$ cat src/verilog/rmi_pkg.sv
// Package for the reset, mode latch and external interrupt input block
package rmi_pkg;

	localparam int          NUM_IRQ        = 4;
	localparam int          SYNC_STAGES    = 2;
	localparam logic [3:0]  MODE_RST_VAL   = 4'h0;
	localparam logic [3:0]  SENSE_LEVEL    = 4'h0;
	localparam int          MODE_BIT_0     = 0;
	localparam int          MODE_BIT_3     = 3;

	// Core power states seen by the wake logic
	typedef enum logic [1:0] {
		RMI_RUN,
		RMI_WAIT,
		RMI_STOP
	} rmi_pwr_e;

	// Interrupt request bundle towards the priority logic
	typedef struct packed {
		logic [3:0] irq;
		logic       nmi;
	} rmi_req_s;

	// Wake-up events towards the power control
	typedef struct packed {
		logic wait_exit;
		logic stop_exit;
	} rmi_wake_s;

endpackage : rmi_pkg

$ cat src/verilog/rmi_sync.sv
// Two flip-flop synchroniser for one asynchronous pin, resets to a given level
module rmi_sync #(
	parameter logic RST_VAL = 1'b1
) (
	input  wire logic clk,
	input  wire logic srst,
	input  wire logic pin,
	output logic      sync
);

	logic meta_ff;
	logic sync_ff;
	logic nxt_meta;
	logic nxt_sync;

	// First stage takes the raw pin with no gate in front; reset acts on stage two only
	always_comb begin
		nxt_meta = pin;
		nxt_sync = meta_ff;
		if (srst) begin
			nxt_sync = RST_VAL;
		end
	end

	always_ff @(posedge clk) begin
		meta_ff <= nxt_meta;
		sync_ff <= nxt_sync;
	end

	assign sync = sync_ff;

endmodule // rmi_sync

$ cat src/verilog/rmi_top.sv
// Reset release, operating mode latch and external interrupt input logic
// Behaviour
// Reset pin is active low; hysteresis is in the pad, logic sees clean level.
// Reset release is synchronised to the output clock before leaving reset.
// While reset is low, chip reset and phase generator reset are held.
// Reset released synchronously to clock gives fixed start-up latency.
// At release the four mode pins are stored as the operating mode.
// During reset the four pins serve only as mode select.
// The four pins are active low and synchronised to the clock.
// After reset each pin is a maskable level or falling-edge request.
// Any asserted request ends the Wait state.
// Requests asserted synchronously wake several waiting cores together.
// Only the first request input ends the Stop state.
// After reset the shared pin is a falling-edge non-maskable request.
// Mode sampled on the release edge; detection enabled only after capture.
module rmi_top (
	input  wire logic                  clk,
	input  wire logic                  srst,
	input  wire logic                  reset_pin_n,
	input  wire logic [3:0]            mode_irq_pin_n,
	input  wire logic                  pll_init_nonmaskable_irq_n,
	input  wire logic [3:0]            irq_mask,
	input  wire logic [3:0]            irq_edge_sense,
	input  wire logic [3:0]            irq_ack,
	input  wire rmi_pkg::rmi_pwr_e     pwr_state,
	output logic                       chip_reset,
	output logic                       phase_gen_reset,
	output logic [3:0]                 operating_mode_register,
	output logic                       mode_valid,
	output rmi_pkg::rmi_req_s          req,
	output rmi_pkg::rmi_wake_s         wake
);

	logic       rst_sync_n;
	logic [3:0] pin_sync_n;
	logic       nmi_sync_n;

	// Pin synchronisers; hysteresis lives in the pad cell
	rmi_sync #(.RST_VAL(1'b0)) u_rst_sync (
		.clk  (clk),
		.srst (srst),
		.pin  (reset_pin_n),
		.sync (rst_sync_n)
	);

	rmi_sync #(.RST_VAL(1'b1)) u_nmi_sync (
		.clk  (clk),
		.srst (srst),
		.pin  (pll_init_nonmaskable_irq_n),
		.sync (nmi_sync_n)
	);

	for (genvar i = 0; i < rmi_pkg::NUM_IRQ; i++) begin : g_pin
		rmi_sync #(.RST_VAL(1'b1)) u_sync (
			.clk  (clk),
			.srst (srst),
			.pin  (mode_irq_pin_n[i]),
			.sync (pin_sync_n[i])
		);
	end

	logic       in_reset_ff;
	logic       nxt_in_reset;
	logic [3:0] mode_ff;
	logic [3:0] nxt_mode;
	logic       armed_ff;
	logic       nxt_armed;
	logic [3:0] prev_n_ff;
	logic [3:0] nxt_prev_n;
	logic [3:0] pend_ff;
	logic [3:0] nxt_pend;
	logic       nmi_prev_n_ff;
	logic       nxt_nmi_prev_n;
	logic       nmi_ff;
	logic       nxt_nmi;
	logic [3:0] fall;
	logic [3:0] asserted;

	// Reset tracking, mode capture and arming together on the release edge
	always_comb begin
		nxt_in_reset = ~rst_sync_n;
		nxt_mode     = mode_ff;
		nxt_armed    = armed_ff;
		if (in_reset_ff && rst_sync_n) begin
			nxt_mode  = ~pin_sync_n;
			nxt_armed = 1'b1;
		end
		if (!rst_sync_n) begin
			nxt_armed = 1'b0;
		end
		if (srst) begin
			nxt_in_reset = 1'b1;
			nxt_mode     = rmi_pkg::MODE_RST_VAL;
			nxt_armed    = 1'b0;
		end
	end

	always_ff @(posedge clk) begin
		in_reset_ff <= nxt_in_reset;
		mode_ff     <= nxt_mode;
		armed_ff    <= nxt_armed;
	end

	assign asserted = ~pin_sync_n;
	assign fall     = prev_n_ff & ~pin_sync_n;

	// Edge latches; a new edge wins over an acknowledge in the same cycle
	always_comb begin
		nxt_prev_n     = pin_sync_n;
		nxt_pend       = pend_ff & ~irq_ack;
		nxt_nmi_prev_n = nmi_sync_n;
		nxt_nmi        = 1'b0;
		if (armed_ff) begin
			nxt_pend = nxt_pend | (fall & irq_edge_sense);
			nxt_nmi  = nmi_prev_n_ff & ~nmi_sync_n;
		end else begin
			nxt_pend = 4'h0;
		end
		if (srst) begin
			nxt_prev_n     = 4'hF;
			nxt_pend       = 4'h0;
			nxt_nmi_prev_n = 1'b1;
			nxt_nmi        = 1'b0;
		end
	end

	always_ff @(posedge clk) begin
		prev_n_ff     <= nxt_prev_n;
		pend_ff       <= nxt_pend;
		nmi_prev_n_ff <= nxt_nmi_prev_n;
		nmi_ff        <= nxt_nmi;
	end

	// Raw request per pin: level or latched edge, before the mask
	logic [3:0] raw_req;
	assign raw_req = armed_ff ? ((asserted & ~irq_edge_sense) | pend_ff) : 4'h0;

	assign chip_reset              = in_reset_ff;
	assign phase_gen_reset         = in_reset_ff;
	assign operating_mode_register = mode_ff;
	assign mode_valid              = armed_ff;
	assign req.irq                 = raw_req & irq_mask;
	assign req.nmi                 = nmi_ff;
	// Wake ignores mask so a masked pin still leaves Wait; synchronous edges
	// give every core the same latency: two cycles for level pins, three for edge pins
	assign wake.wait_exit = (pwr_state == rmi_pkg::RMI_WAIT) && (|raw_req);
	assign wake.stop_exit = (pwr_state == rmi_pkg::RMI_STOP) && raw_req[0];

	// Release only after the high pin has passed both sync stages
	property p_rel;
		@(posedge clk) disable iff (srst)
		$fell(chip_reset) |-> $past(reset_pin_n, 3);
	endproperty
	a_rel: assert property (p_rel) else $error("bad release");

	property p_hold;
		@(posedge clk) disable iff (srst)
		(!reset_pin_n)[*4] |-> chip_reset && phase_gen_reset;
	endproperty
	a_hold: assert property (p_hold) else $error("reset not held");

	property p_lat;
		@(posedge clk) disable iff (srst)
		$rose(reset_pin_n) && chip_reset |-> ##3 !chip_reset;
	endproperty
	a_lat: assert property (p_lat) else $error("start-up latency wrong");

	property p_mode;
		@(posedge clk) disable iff (srst)
		$fell(chip_reset) |-> operating_mode_register == ~$past(pin_sync_n);
	endproperty
	a_mode: assert property (p_mode) else $error("mode not captured");

	property p_noirq;
		@(posedge clk) disable iff (srst)
		chip_reset |-> req.irq == 4'h0 && !req.nmi;
	endproperty
	a_noirq: assert property (p_noirq) else $error("request during reset");

	property p_sync;
		@(posedge clk) disable iff (srst)
		!chip_reset && $fell(mode_irq_pin_n[0]) ##1 !mode_irq_pin_n[0] |-> ##1 asserted[0];
	endproperty
	a_sync: assert property (p_sync) else $error("pin sync latency");

	property p_lvl;
		@(posedge clk) disable iff (srst)
		mode_valid && !irq_edge_sense[1] && irq_mask[1] && !$past(mode_irq_pin_n[1], 2)
			|-> req.irq[1];
	endproperty
	a_lvl: assert property (p_lvl) else $error("level request missing");

	property p_wait;
		@(posedge clk) disable iff (srst)
		pwr_state == rmi_pkg::RMI_WAIT && mode_valid && irq_edge_sense == 4'h0
			&& $past(mode_irq_pin_n, 2) != 4'hF |-> wake.wait_exit;
	endproperty
	a_wait: assert property (p_wait) else $error("wait not exited");

	property p_stop;
		@(posedge clk) disable iff (srst)
		pwr_state == rmi_pkg::RMI_STOP && mode_valid && !irq_edge_sense[0] && !pend_ff[0]
			|-> wake.stop_exit == !$past(mode_irq_pin_n[0], 2);
	endproperty
	a_stop: assert property (p_stop) else $error("stop exit wrong");

	property p_nmi;
		@(posedge clk) disable iff (srst)
		mode_valid && $fell(nmi_sync_n) |=> req.nmi;
	endproperty
	a_nmi: assert property (p_nmi) else $error("nmi edge lost");

	property p_arm;
		@(posedge clk) disable iff (srst)
		$rose(mode_valid) |-> $fell(chip_reset);
	endproperty
	a_arm: assert property (p_arm) else $error("armed before capture");

endmodule // rmi_top
$ cat config.mk
export PLATFORM = sky130hd
export DESIGN_NAME = rmi_top
export DESIGN_NICKNAME = d
export VERILOG_FILES = /design/src/verilog/rmi_pkg.sv /design/src/verilog/rmi_sync.sv /design/src/verilog/rmi_top.sv
export SDC_FILE = /design/constraint.sdc
export NUM_CORES = 1
export LEC_CHECK = 0
export CORE_UTILIZATION = 45
export CTS_CLUSTER_SIZE = 40
export DETAILED_ROUTE_END_ITERATION = 16
export DONT_BUFFER_PORTS = 1
export PLACE_DENSITY = 0.65
export SETUP_SLACK_MARGIN = 0.3
export SLEW_MARGIN = 30
export SYNTH_ARGS = -nofsm -noshare
export SYNTH_HDL_FRONTEND = slang
export SYNTH_SLANG_ARGS = --single-unit
$ cat constraint.sdc
create_clock -name clk -period 0.87 [get_ports clk]
set_clock_uncertainty 0.05 [all_clocks]
set_input_delay 0.0435 -clock clk [delete_from_list [all_inputs] [get_ports clk]]
set_output_delay 0.0435 -clock clk [all_outputs]
set_load 0.01 [all_outputs]
==> results of run 1 <==
[Yosys cell counts, drive strengths merged]
cell	number	share of area, %
and4b	1	1.1
dfxtp	28	60
and3	4	2.7
o21bai	4	3.2
nand3b	4	3.2
and2	1	0.94
nor3	1	0.54
nor2b	1	0.67
a21oi	4	2.2
nor3b	1	0.81
or2	10	6.7
nor2	6	3.5
nand2b	6	4.0
nand2	1	0.40
nor4	1	0.67
buf	4	3.8
a211oi	4	5.4
[kinds of logic (layout without fill, tap and decap cells)]
group                  after synthesis  after routing
and+or+nand+nor                     37             37
DFF                                 28             28
AOI/OAI and AO/OA                   12             12
buffers and inverters                4             30
[flip-flops by register name, indices dropped and copies added (netlist names), 4 cells and up]
register,cells
prev_n_ff,4
g_pin.u_sync.sync,4
g_pin.u_sync.meta_ff,4
pend_ff,4
operating_mode_register,4
[metal layers]
layer	up-vias	global-route usage [%]	share of wire [%]
li1	322	-	-
met1	289	19.15	47
met2	30	24.66	44
met3	5	2.264	7.2
met4	0	12.00	2.5
met5	-	0	0
[worst min-delay path by stage]
stage	startpoint	end	slack, ns	cells after the start
2_1_floorplan	mode_irq_pin_n[0]	g_pin[0].u_sync.meta_ff	0.02	0
4_1_cts	srst	u_rst_sync.sync	-0.30	1
5_1_grt	srst	u_rst_sync.sync	-0.33	1
3_3_place_gp	mode_irq_pin_n[1]	g_pin[1].u_sync.meta_ff	0.02	0
6_report	srst	u_rst_sync.sync	-0.30	1
3_5_place_dp	mode_irq_pin_n[2]	g_pin[2].u_sync.meta_ff	0.02	0
[through the flow]
step | instances | setup TNS [ns] | power [mW] | hold slack [ns]
after floorplan | 81 | -0.1930 | 1.514 | 0.02122
after global placement | 114 | -0.1737 | 1.544 | 0.02125
after detailed placement | 114 | -0.2218 | 1.550 | 0.02126
after CTS | 133 | -2.474 | 2.243 | -0.3017
after global routing | 134 | -3.571 | 2.342 | -0.3256
final | 134 | -2.424 | 2.228 | -0.2959
[power by group through the flow]
| stage | Combinational, mW | Clock, mW | Sequential [mW] |
|---|---|---|---|
| final | 0.248 | 0.606 | 1.37 |
| after CTS | 0.237 | 0.631 | 1.38 |
| after floorplan | 0.110 | 0 | 1.40 |
| after detailed placement | 0.151 | 0 | 1.40 |
| after global placement | 0.146 | 0 | 1.40 |
| after global routing | 0.270 | 0.688 | 1.38 |
[critical path, stage by stage, from the launching register on]
cell and delay [ns]:
dfxtp_2 0.35, o21bai_4 0.16, nor4_2 0.26, nor3_1 0.08, buf_4 0.14
[final cells by class]
class,instances,area (um2)
sequential,28,593.1
fill,146,573.1
multi-input combinational,49,466.7
timing repair buffer,26,259.0
clock buffer,4,36.28
tap,27,33.78
[what timing repair did]
| action | CTS | global route |
|---|---|---|
| resized for setup | 34 | 13 |
| endpoints found under the hold margin | 28 | 22 |
| pin swaps | 10 | 9 |
| setup endpoints to repair | 35 | 36 |
| buffers inserted | 6 | 1 |
==> run_results.csv, run 1 <==
group,metric,value,unit
synthesis,synth_top_family_by_area,"simple AND/OR/NAND/NOR gates",
sta,setup_ws,-0.5323,ns
sta,max_freq,713.1,MHz
synthesis,synth_cell_types,21,
global_route,grt_usage,15.62,%
floorplan,rows,16,
layout,antenna_cells,0,
sta,worst_pin_slew,0.1911,ns
setup_path,r2r_start,"mode_valid",
global_route,grt_pass1_vias,550,
route,post-route-drc-count,0,
sta,relSlewSlack,87.15,%
synthesis,syn_area_per_cell,11.49,um2
global_route,grt_pass1_wl,2318,um
placed_design,dpl.hpwl,1026,um
power,swShare,20.90,%
power,seqPwrFrac,61.7,%
setup_path,r2r_slack,-0.05,ns
route,wl_per_cell,12.62,um
route,wl,1691,um
floorplan,boundaryPins,36,
setup_path,cp-startpoint,"pend_ff[1]",
clock_tree,hold_buffers,9,
sta,timing.final.crit_share,161.2,%
synthesis,synthMuxAreaShare,0,%
sta,setup_viol,18,
placed_design,portBuffers,0,
layout,areaGrowthSynthToFinish,49.19,%
clock_tree,cts-buffers-inserted,3,
layout,fin_util,70.79,%
power,intPower,1.763,mW
power,p_sw,0.4657,mW
setup_path,critical_path.endpoint,"wake[1]",
floorplan,die_y,47.48,um
setup_path,cp.arrival,1.31,ns
synthesis,synth_fa_ha_area_share,0,%
layout,stdcell_area,1389,um2
synthesis,ys_seq_elements,28,
global_route,antenna_found_initial,0,
clock_tree,cts.sinks,28,
synthesis,synthesis.area,930.9,um2
floorplan,initial_core_util,47.45,%
layout,fin_nets,130,
setup_path,ff2ff_path_depth,3,
floorplan,die-area,2254,um2
clock_tree,root_buffer,"clkbuf_4",
sta,rsz0062_at_grt,"true",
sta,hold_violations,22,
floorplan,die_w,47.48,um
placed_design,gp_congestion,0.6565,
synthesis,synth_warnings,0,
route,vias_per_cell,4.821,
layout,final_common_cell,"dfxtp_2",
clock_tree,clk_path_buf_depth,2,
synthesis,yosys.area_share.simple,25.27,%
power,clockPowerShare,27.2,%
route,dr.first_iter.drc_count,1,
placed_design,dp_slack,-0.1909,ns
outcome,violations,"hold timing, setup timing",
setup_path,worstSetupPathType,"reg2out",
worst_hold_path,hold_class,"in2reg",
layout,drive_above_1_share,69.16,%
clock_tree,cts_max_level,1,
setup_path,critPathCaptureType,"output port",
clock_tree,cts_tree,"yes",
power,comb_power_share,11.1,%
route,dr_total_vias,646,
global_route,grt_start_max_net_pins,18,
power,p_per_area,1604,nW/um2
clock_tree,clk_pin_slew_worst_paths,0.14,ns
outcome,outcome,"complete, but fails checks",
route,dr.pass1.iters,2,
placed_design,placed_area,1049,um2
floorplan,core,1962,um2
sta,report.final.slew_viol_count,0,
setup_path,reg2reg_to,"nmi_ff",
route,detail-route-antenna-nets,0,
synthesis,synth_nets,103,
synthesis,synth-seq-area-share,60.22,%
synthesis,syn_inst,81,
clock_tree,worstSkewPairLatency,0.32,ns
layout,layout_common_cells,"dfxtp_2 (14), buf_6 (11), dfxtp_1 (10)",
sta,fin_crit,1.402,ns
setup_path,crit_fanout,2,
sta,fin_hold_ws,-0.2959,ns
power,power.leakage,0.5311,nW
setup_path,crit_required,0.78,ns
setup_path,startpoint_type,"register",
global_route,grt_overflow,0,
power,vdd_ir_drop_max,1220,uV
synthesis,synth_compound_area_share,10.75,%
synthesis,synth_xor_area_share,0,%
job,maxCapViolations,0,
(Power assumes the default switching activity.)
==> inputs of run 2 (changes only) <==
--- a/config.mk
+++ b/config.mk
@@ -5,11 +5,11 @@
 export SDC_FILE = /design/constraint.sdc
 export NUM_CORES = 1
 export LEC_CHECK = 0
-export CORE_UTILIZATION = 45
+export CORE_UTILIZATION = 35
 export CTS_CLUSTER_SIZE = 40
 export DETAILED_ROUTE_END_ITERATION = 16
 export DONT_BUFFER_PORTS = 1
-export PLACE_DENSITY = 0.65
+export PLACE_DENSITY = 0.54
 export SETUP_SLACK_MARGIN = 0.3
 export SLEW_MARGIN = 30
 export SYNTH_ARGS = -nofsm -noshare
==> run 2 against run 1 <==
  * Critical endpoint unchanged
  * Wire length grew 1.7%
  * Via count shrank 4.2%
  * Global-route usage shrank 2.8 points
  * First-iteration DRC count is the same
  * Cell area shrank 0.81%
  * Total power shrank 2.7%
  * The run still ends with hold timing, setup timing left
  * Cell count grew 3.0%
  * Hold slack lost 0.00068 ns
  * Sequential power is essentially flat
==> run_results.csv, run 2 (synthesis results as in run 1) <==
group,metric,value,unit
sta,tns,-2.422,ns
floorplan,core,2500,um2
outcome,violations,"hold timing, setup timing",
placed_design,dpl.hpwl,1101,um
setup_path,path_cells,"o21bai_4, nor4_2, nor3_1, buf_4",
route,dr.pass1.iters,2,
setup_path,cpMaxStageDelayCell,"dfxtp_2",
layout,fin_util,55.11,%
sta,fin_hold_ws,-0.2966,ns
clock_tree,worstSkewPairLatency,0.32,ns
route,wl,1719,um
placed_design,gp_congestion,0.6293,
route,wl_per_cell,12.46,um
setup_path,critPathCaptureType,"output port",
setup_path,crit_required,0.78,ns
sta,max_freq,711.3,MHz
sta,setup_viol,18,
floorplan,boundaryPins,36,
layout,register_area,588.1,um2
placed_design,dp_slack,-0.2438,ns
clock_tree,root_buffer,"clkbuf_4",
clock_tree,clk_pin_slew_worst_paths,0.15,ns
floorplan,initial_core_util,37.24,%
clock_tree,cts-buffers-inserted,3,
floorplan,rows,18,
layout,final_common_cell,"dfxtp_2",
clock_tree,cts.sinks,28,
sta,report.final.slew_viol_count,0,
route,post-route-drc-count,0,
route,dr_total_vias,619,
global_route,grt_start_max_net_pins,18,
layout,multi_input_area,455.4,um2
setup_path,cp_slowest_stage_delay,0.34,ns
global_route,grt_usage,12.83,%
setup_path,cp.arrival,1.31,ns
layout,fin_nets,131,
power,power.leakage,0.5252,nW
global_route,grt_overflow,0,
sta,rsz0062_at_grt,"true",
setup_path,worstSetupPathType,"reg2out",
sta,hold_violations,22,
worst_hold_path,hold_class,"in2reg",
power,vdd_ir_drop_max,883.8,uV
route,detail-route-antenna-nets,0,
floorplan,die_w,53.57,um
layout,nFillCells,223,
setup_path,startpoint_type,"register",
route,vias_per_cell,4.486,
clock_tree,cts_tree,"yes",
global_route,grt_pass1_vias,634,
setup_path,crit_fanout,2,
sta,relSlewSlack,85.58,%
layout,drive_above_1_share,64.81,%
floorplan,die-area,2870,um2
clock_tree,cts_max_level,1,
layout,antenna_cells,0,
floorplan,die_y,53.57,um
clock_tree,hold_buffers,9,
placed_design,portBuffers,0,
sta,timing.final.crit_share,161.6,%
power,p_per_area,1574,nW/um2
sta,setup_ws,-0.5359,ns
sta,fin_crit,1.406,ns
layout,layout_common_cells,"dfxtp_2 (13), dfxtp_1 (12), buf_6 (12)",
route,dr.first_iter.drc_count,1,
global_route,antenna_found_initial,0,
clock_tree,clk_path_buf_depth,2,
job,maxCapViolations,0,
layout,areaGrowthSynthToFinish,47.98,%
outcome,outcome,"complete, but fails checks",
global_route,grt_pass1_wl,2573,um
sta,worst_pin_slew,0.2145,ns
## run 2: cell types whose count changed in the layout (fill, tap and decap cells not counted), sizes merged
cell,previous run,this run
buf,17,18
## run 2: routing by layer
layer	global-route usage, %	up-vias	wire [um]	share of wire, %
met3	2.542	2	106	6.2
met1	14.98	268	791	46
met4	7.895	0	10	0.58
met5	0	-	0	0
met2	21.46	26	812	47
li1	-	323	-	-
## run 2: metrics by stage
step / instance area [um2] / std cells / power [mW]
3_5_place_dp: 1052 / 117 / 1.550
6_report: 1378 / 138 / 2.168
4_1_cts: 1324 / 136 / 2.184
2_1_floorplan: 974.7 / 81 / 1.514
5_1_grt: 1378 / 138 / 2.263
3_3_place_gp: 1052 / 117 / 1.546
## run 2: critical path: cells and delay by family, from the launching register on
family                 cells  cell delay [ns]
flip-flops                 1             0.34
AND/OR/NAND/NOR            2             0.36
AO/OA/AOI/OAI              1             0.16
buffers and inverters      1             0.14
## run 2: power breakdown
group	switching [mW]	leakage [nW]	internal, mW	total, mW
Sequential	0.0373	0.234	1.34	1.38
Clock	0.364	0.0150	0.179	0.543
Combinational	0.0779	0.276	0.169	0.247
Total	0.479	0.525	1.69	2.17
## run 2: timing repair
action / CTS / global route
setup buffers: 6 / 2
hold endpoints to repair: 28 / 22
setup endpoints to repair: 35 / 36
resized for setup: 30 / 11
pin swaps: 10 / 3
## run 2: final timing paths
kind / slack, ns / depth (start not counted) / startpoint / to
worst max-delay path: -0.54 / 4 / pend_ff[3] / wake[1]
worst min-delay path: -0.30 / 1 / srst / u_rst_sync.sync
worst max register to register: -0.05 / 3 / mode_valid / nmi_ff
worst min register to register: 0.36 / 1 / u_nmi_sync.sync / nmi_ff
## run 2: area by class of cell
class	count	area share, %
Sequential cell	28	42.69
Multi-Input combinational cell	49	33.06
Timing Repair Buffer	27	19.62
Tap cell	30	2.725
Clock buffer	4	1.907
==> inputs of run 3 (changes only) <==
--- a/config.mk
+++ b/config.mk
@@ -5,12 +5,14 @@
 export SDC_FILE = /design/constraint.sdc
 export NUM_CORES = 1
 export LEC_CHECK = 0
+export CAP_MARGIN = 0
 export CORE_UTILIZATION = 35
 export CTS_CLUSTER_SIZE = 40
 export DETAILED_ROUTE_END_ITERATION = 16
 export DONT_BUFFER_PORTS = 1
 export PLACE_DENSITY = 0.54
 export SETUP_SLACK_MARGIN = 0.3
+export SKIP_CTS_REPAIR_TIMING = 1
 export SLEW_MARGIN = 30
 export SYNTH_ARGS = -nofsm -noshare
 export SYNTH_HDL_FRONTEND = slang
==> run 3 against run 2 <==
  * The flow still finishes with violations (hold timing, setup timing)
  * Count of clock-buffer cells in the layout is the same
  * Clock power shrank 1%
  * Critical path type unchanged
  * Hold slack gained 0.0045 ns
  * Flip-flop and latch count is the same
  * Largest cell class unchanged
  * Worst setup slack lost 0.040 ns
  * Largest power group unchanged
  * Highest routed layer unchanged
  * Core utilization shrank 2.5 points
==> run_results.csv, run 3 (synthesis results as in run 1) <==
group,metric,value,unit
global_route,grt_start_max_net_pins,18,
setup_path,cp.buffers_inverters,1,
floorplan,die-area,2870,um2
placed_design,gp_congestion,0.6293,
sta,worst_pin_slew,0.2251,ns
sta,report.final.slew_viol_count,0,
global_route,grt_usage,12.05,%
route,wl,1675,um
floorplan,boundaryPins,36,
clock_tree,cts-buffers-inserted,3,
setup_path,path_cells,"o21bai_4, nor4_2, nor3_1, buf_4",
sta,rsz0062_at_grt,"true",
layout,final_common_cell,"dfxtp_2",
sta,max_freq,691.7,MHz
route,wl_per_cell,12.69,um
layout,layout_common_cells,"dfxtp_2 (15), dfxtp_1 (10), buf_6 (10)",
setup_path,startpoint_type,"register",
outcome,outcome,"complete, but fails checks",
outcome,violations,"hold timing, setup timing",
layout,areaGrowthSynthToFinish,41.26,%
setup_path,crit_fanout,3,
setup_path,worstSetupPathType,"reg2out",
floorplan,core,2500,um2
worst_hold_path,min-delay-start,"srst",
layout,multi_input_area,447.9,um2
clock_tree,cts_max_level,1,
route,post-route-drc-count,0,
clock_tree,root_buffer,"clkbuf_4",
route,vias_per_cell,4.621,
layout,drive_above_1_share,65.69,%
layout,fin_nets,125,
floorplan,rows,18,
layout,stdcell_count,132,
floorplan,die_y,53.57,um
route,dr_total_vias,610,
sta,relSlewSlack,84.87,%
setup_path,cpMaxStageDelayCell,"dfxtp_2",
route,detail-route-antenna-nets,0,
setup_path,cp-startpoint,"pend_ff[0]",
worst_hold_path,hold_class,"in2reg",
sta,setup_viol,20,
sta,fin_hold_ws,-0.2920,ns
placed_design,portBuffers,0,
global_route,grt_pass1_wl,2401,um
clock_tree,clk_pin_slew_worst_paths,0.15,ns
job,maxCapViolations,0,
placed_design,dpl.hpwl,1101,um
placed_design,dp_slack,-0.2438,ns
layout,antenna_cells,0,
sta,setup_ws,-0.5757,ns
setup_path,r2r_start,"chip_reset",
floorplan,initial_core_util,37.24,%
setup_path,cpLargestDelayFamily,"simple AND/OR/NAND/NOR gates",
setup_path,crit_required,0.78,ns
setup_path,critPathCaptureType,"output port",
clock_tree,cts_tree,"yes",
clock_tree,clk_path_buf_depth,2,
sta,timing.final.crit_share,166.2,%
global_route,grt_overflow,0,
power,vdd_ir_drop_max,886.6,uV
layout,nFillCells,230,
clock_tree,cts.sinks,28,
clock_tree,worstSkewPairLatency,0.32,ns
layout,register_area,590.6,um2
route,dr.pass1.iters,1,
setup_path,cp_slowest_stage_delay,0.35,ns
setup_path,cp.arrival,1.35,ns
power,power,2.137,mW
sta,hold_violations,22,
power,power.leakage,0.4961,nW
route,dr.first_iter.drc_count,0,
sta,fin_crit,1.446,ns
floorplan,die_w,53.57,um
power,p_per_area,1625,nW/um2
placed_design,dp.cells,117,
global_route,grt_pass1_vias,562,
global_route,antenna_found_initial,0,
-- run 3: layout make-up --
| class | count | area share [%] |
|---|---|---|
| clock buffers | 4 | 1.998 |
| flip-flops and latches | 28 | 44.91 |
| well taps | 30 | 2.854 |
| multi-input cells | 49 | 34.06 |
| repair buffers | 21 | 16.18 |
-- run 3: layer usage --
metal  share of wire (%)  global-route usage [%]
met5                   0                       0
met4                0.60                   7.895
met3                 5.6                   2.542
met2                  46                   18.75
met1                  47                   14.98
-- run 3: power breakdown --
group,leakage [nW],switching (mW),internal [mW]
Combinational,0.246,0.0733,0.150
Sequential,0.235,0.0378,1.34
Clock,0.0150,0.357,0.179
Total,0.496,0.468,1.67
-- run 3: worst reg2reg max path, delay by kind of cell, from the launching register on --
kind / cells / cell delay [ns]
AOI/OAI and AO/OA: 1 / 0.15
and+or+nand+nor: 2 / 0.27
DFF: 1 / 0.37
-- run 3: through the flow --
step | hold WS (ns) | area [um2] | TNS [ns] | util, %
2_1_floorplan | 0.02122 | 974.7 | -0.1930 | -
3_3_place_gp | 0.02126 | 1052 | -0.1819 | 42.09
3_5_place_dp | 0.02125 | 1052 | -0.2834 | 42.09
4_1_cts | -0.3337 | 1079 | -2.871 | 43.14
5_1_grt | -0.3128 | 1315 | -3.389 | 52.60
6_report | -0.2920 | 1315 | -2.282 | 52.60
-- run 3: final timing paths --
check | endpoint | slack, ns | cells past startpoint
min reg2reg | nmi_ff | 0.36 | 1
max | wake[1] | -0.58 | 4
max reg2reg | operating_mode_register[0] | -0.04 | 3
min | u_rst_sync.sync | -0.29 | 1
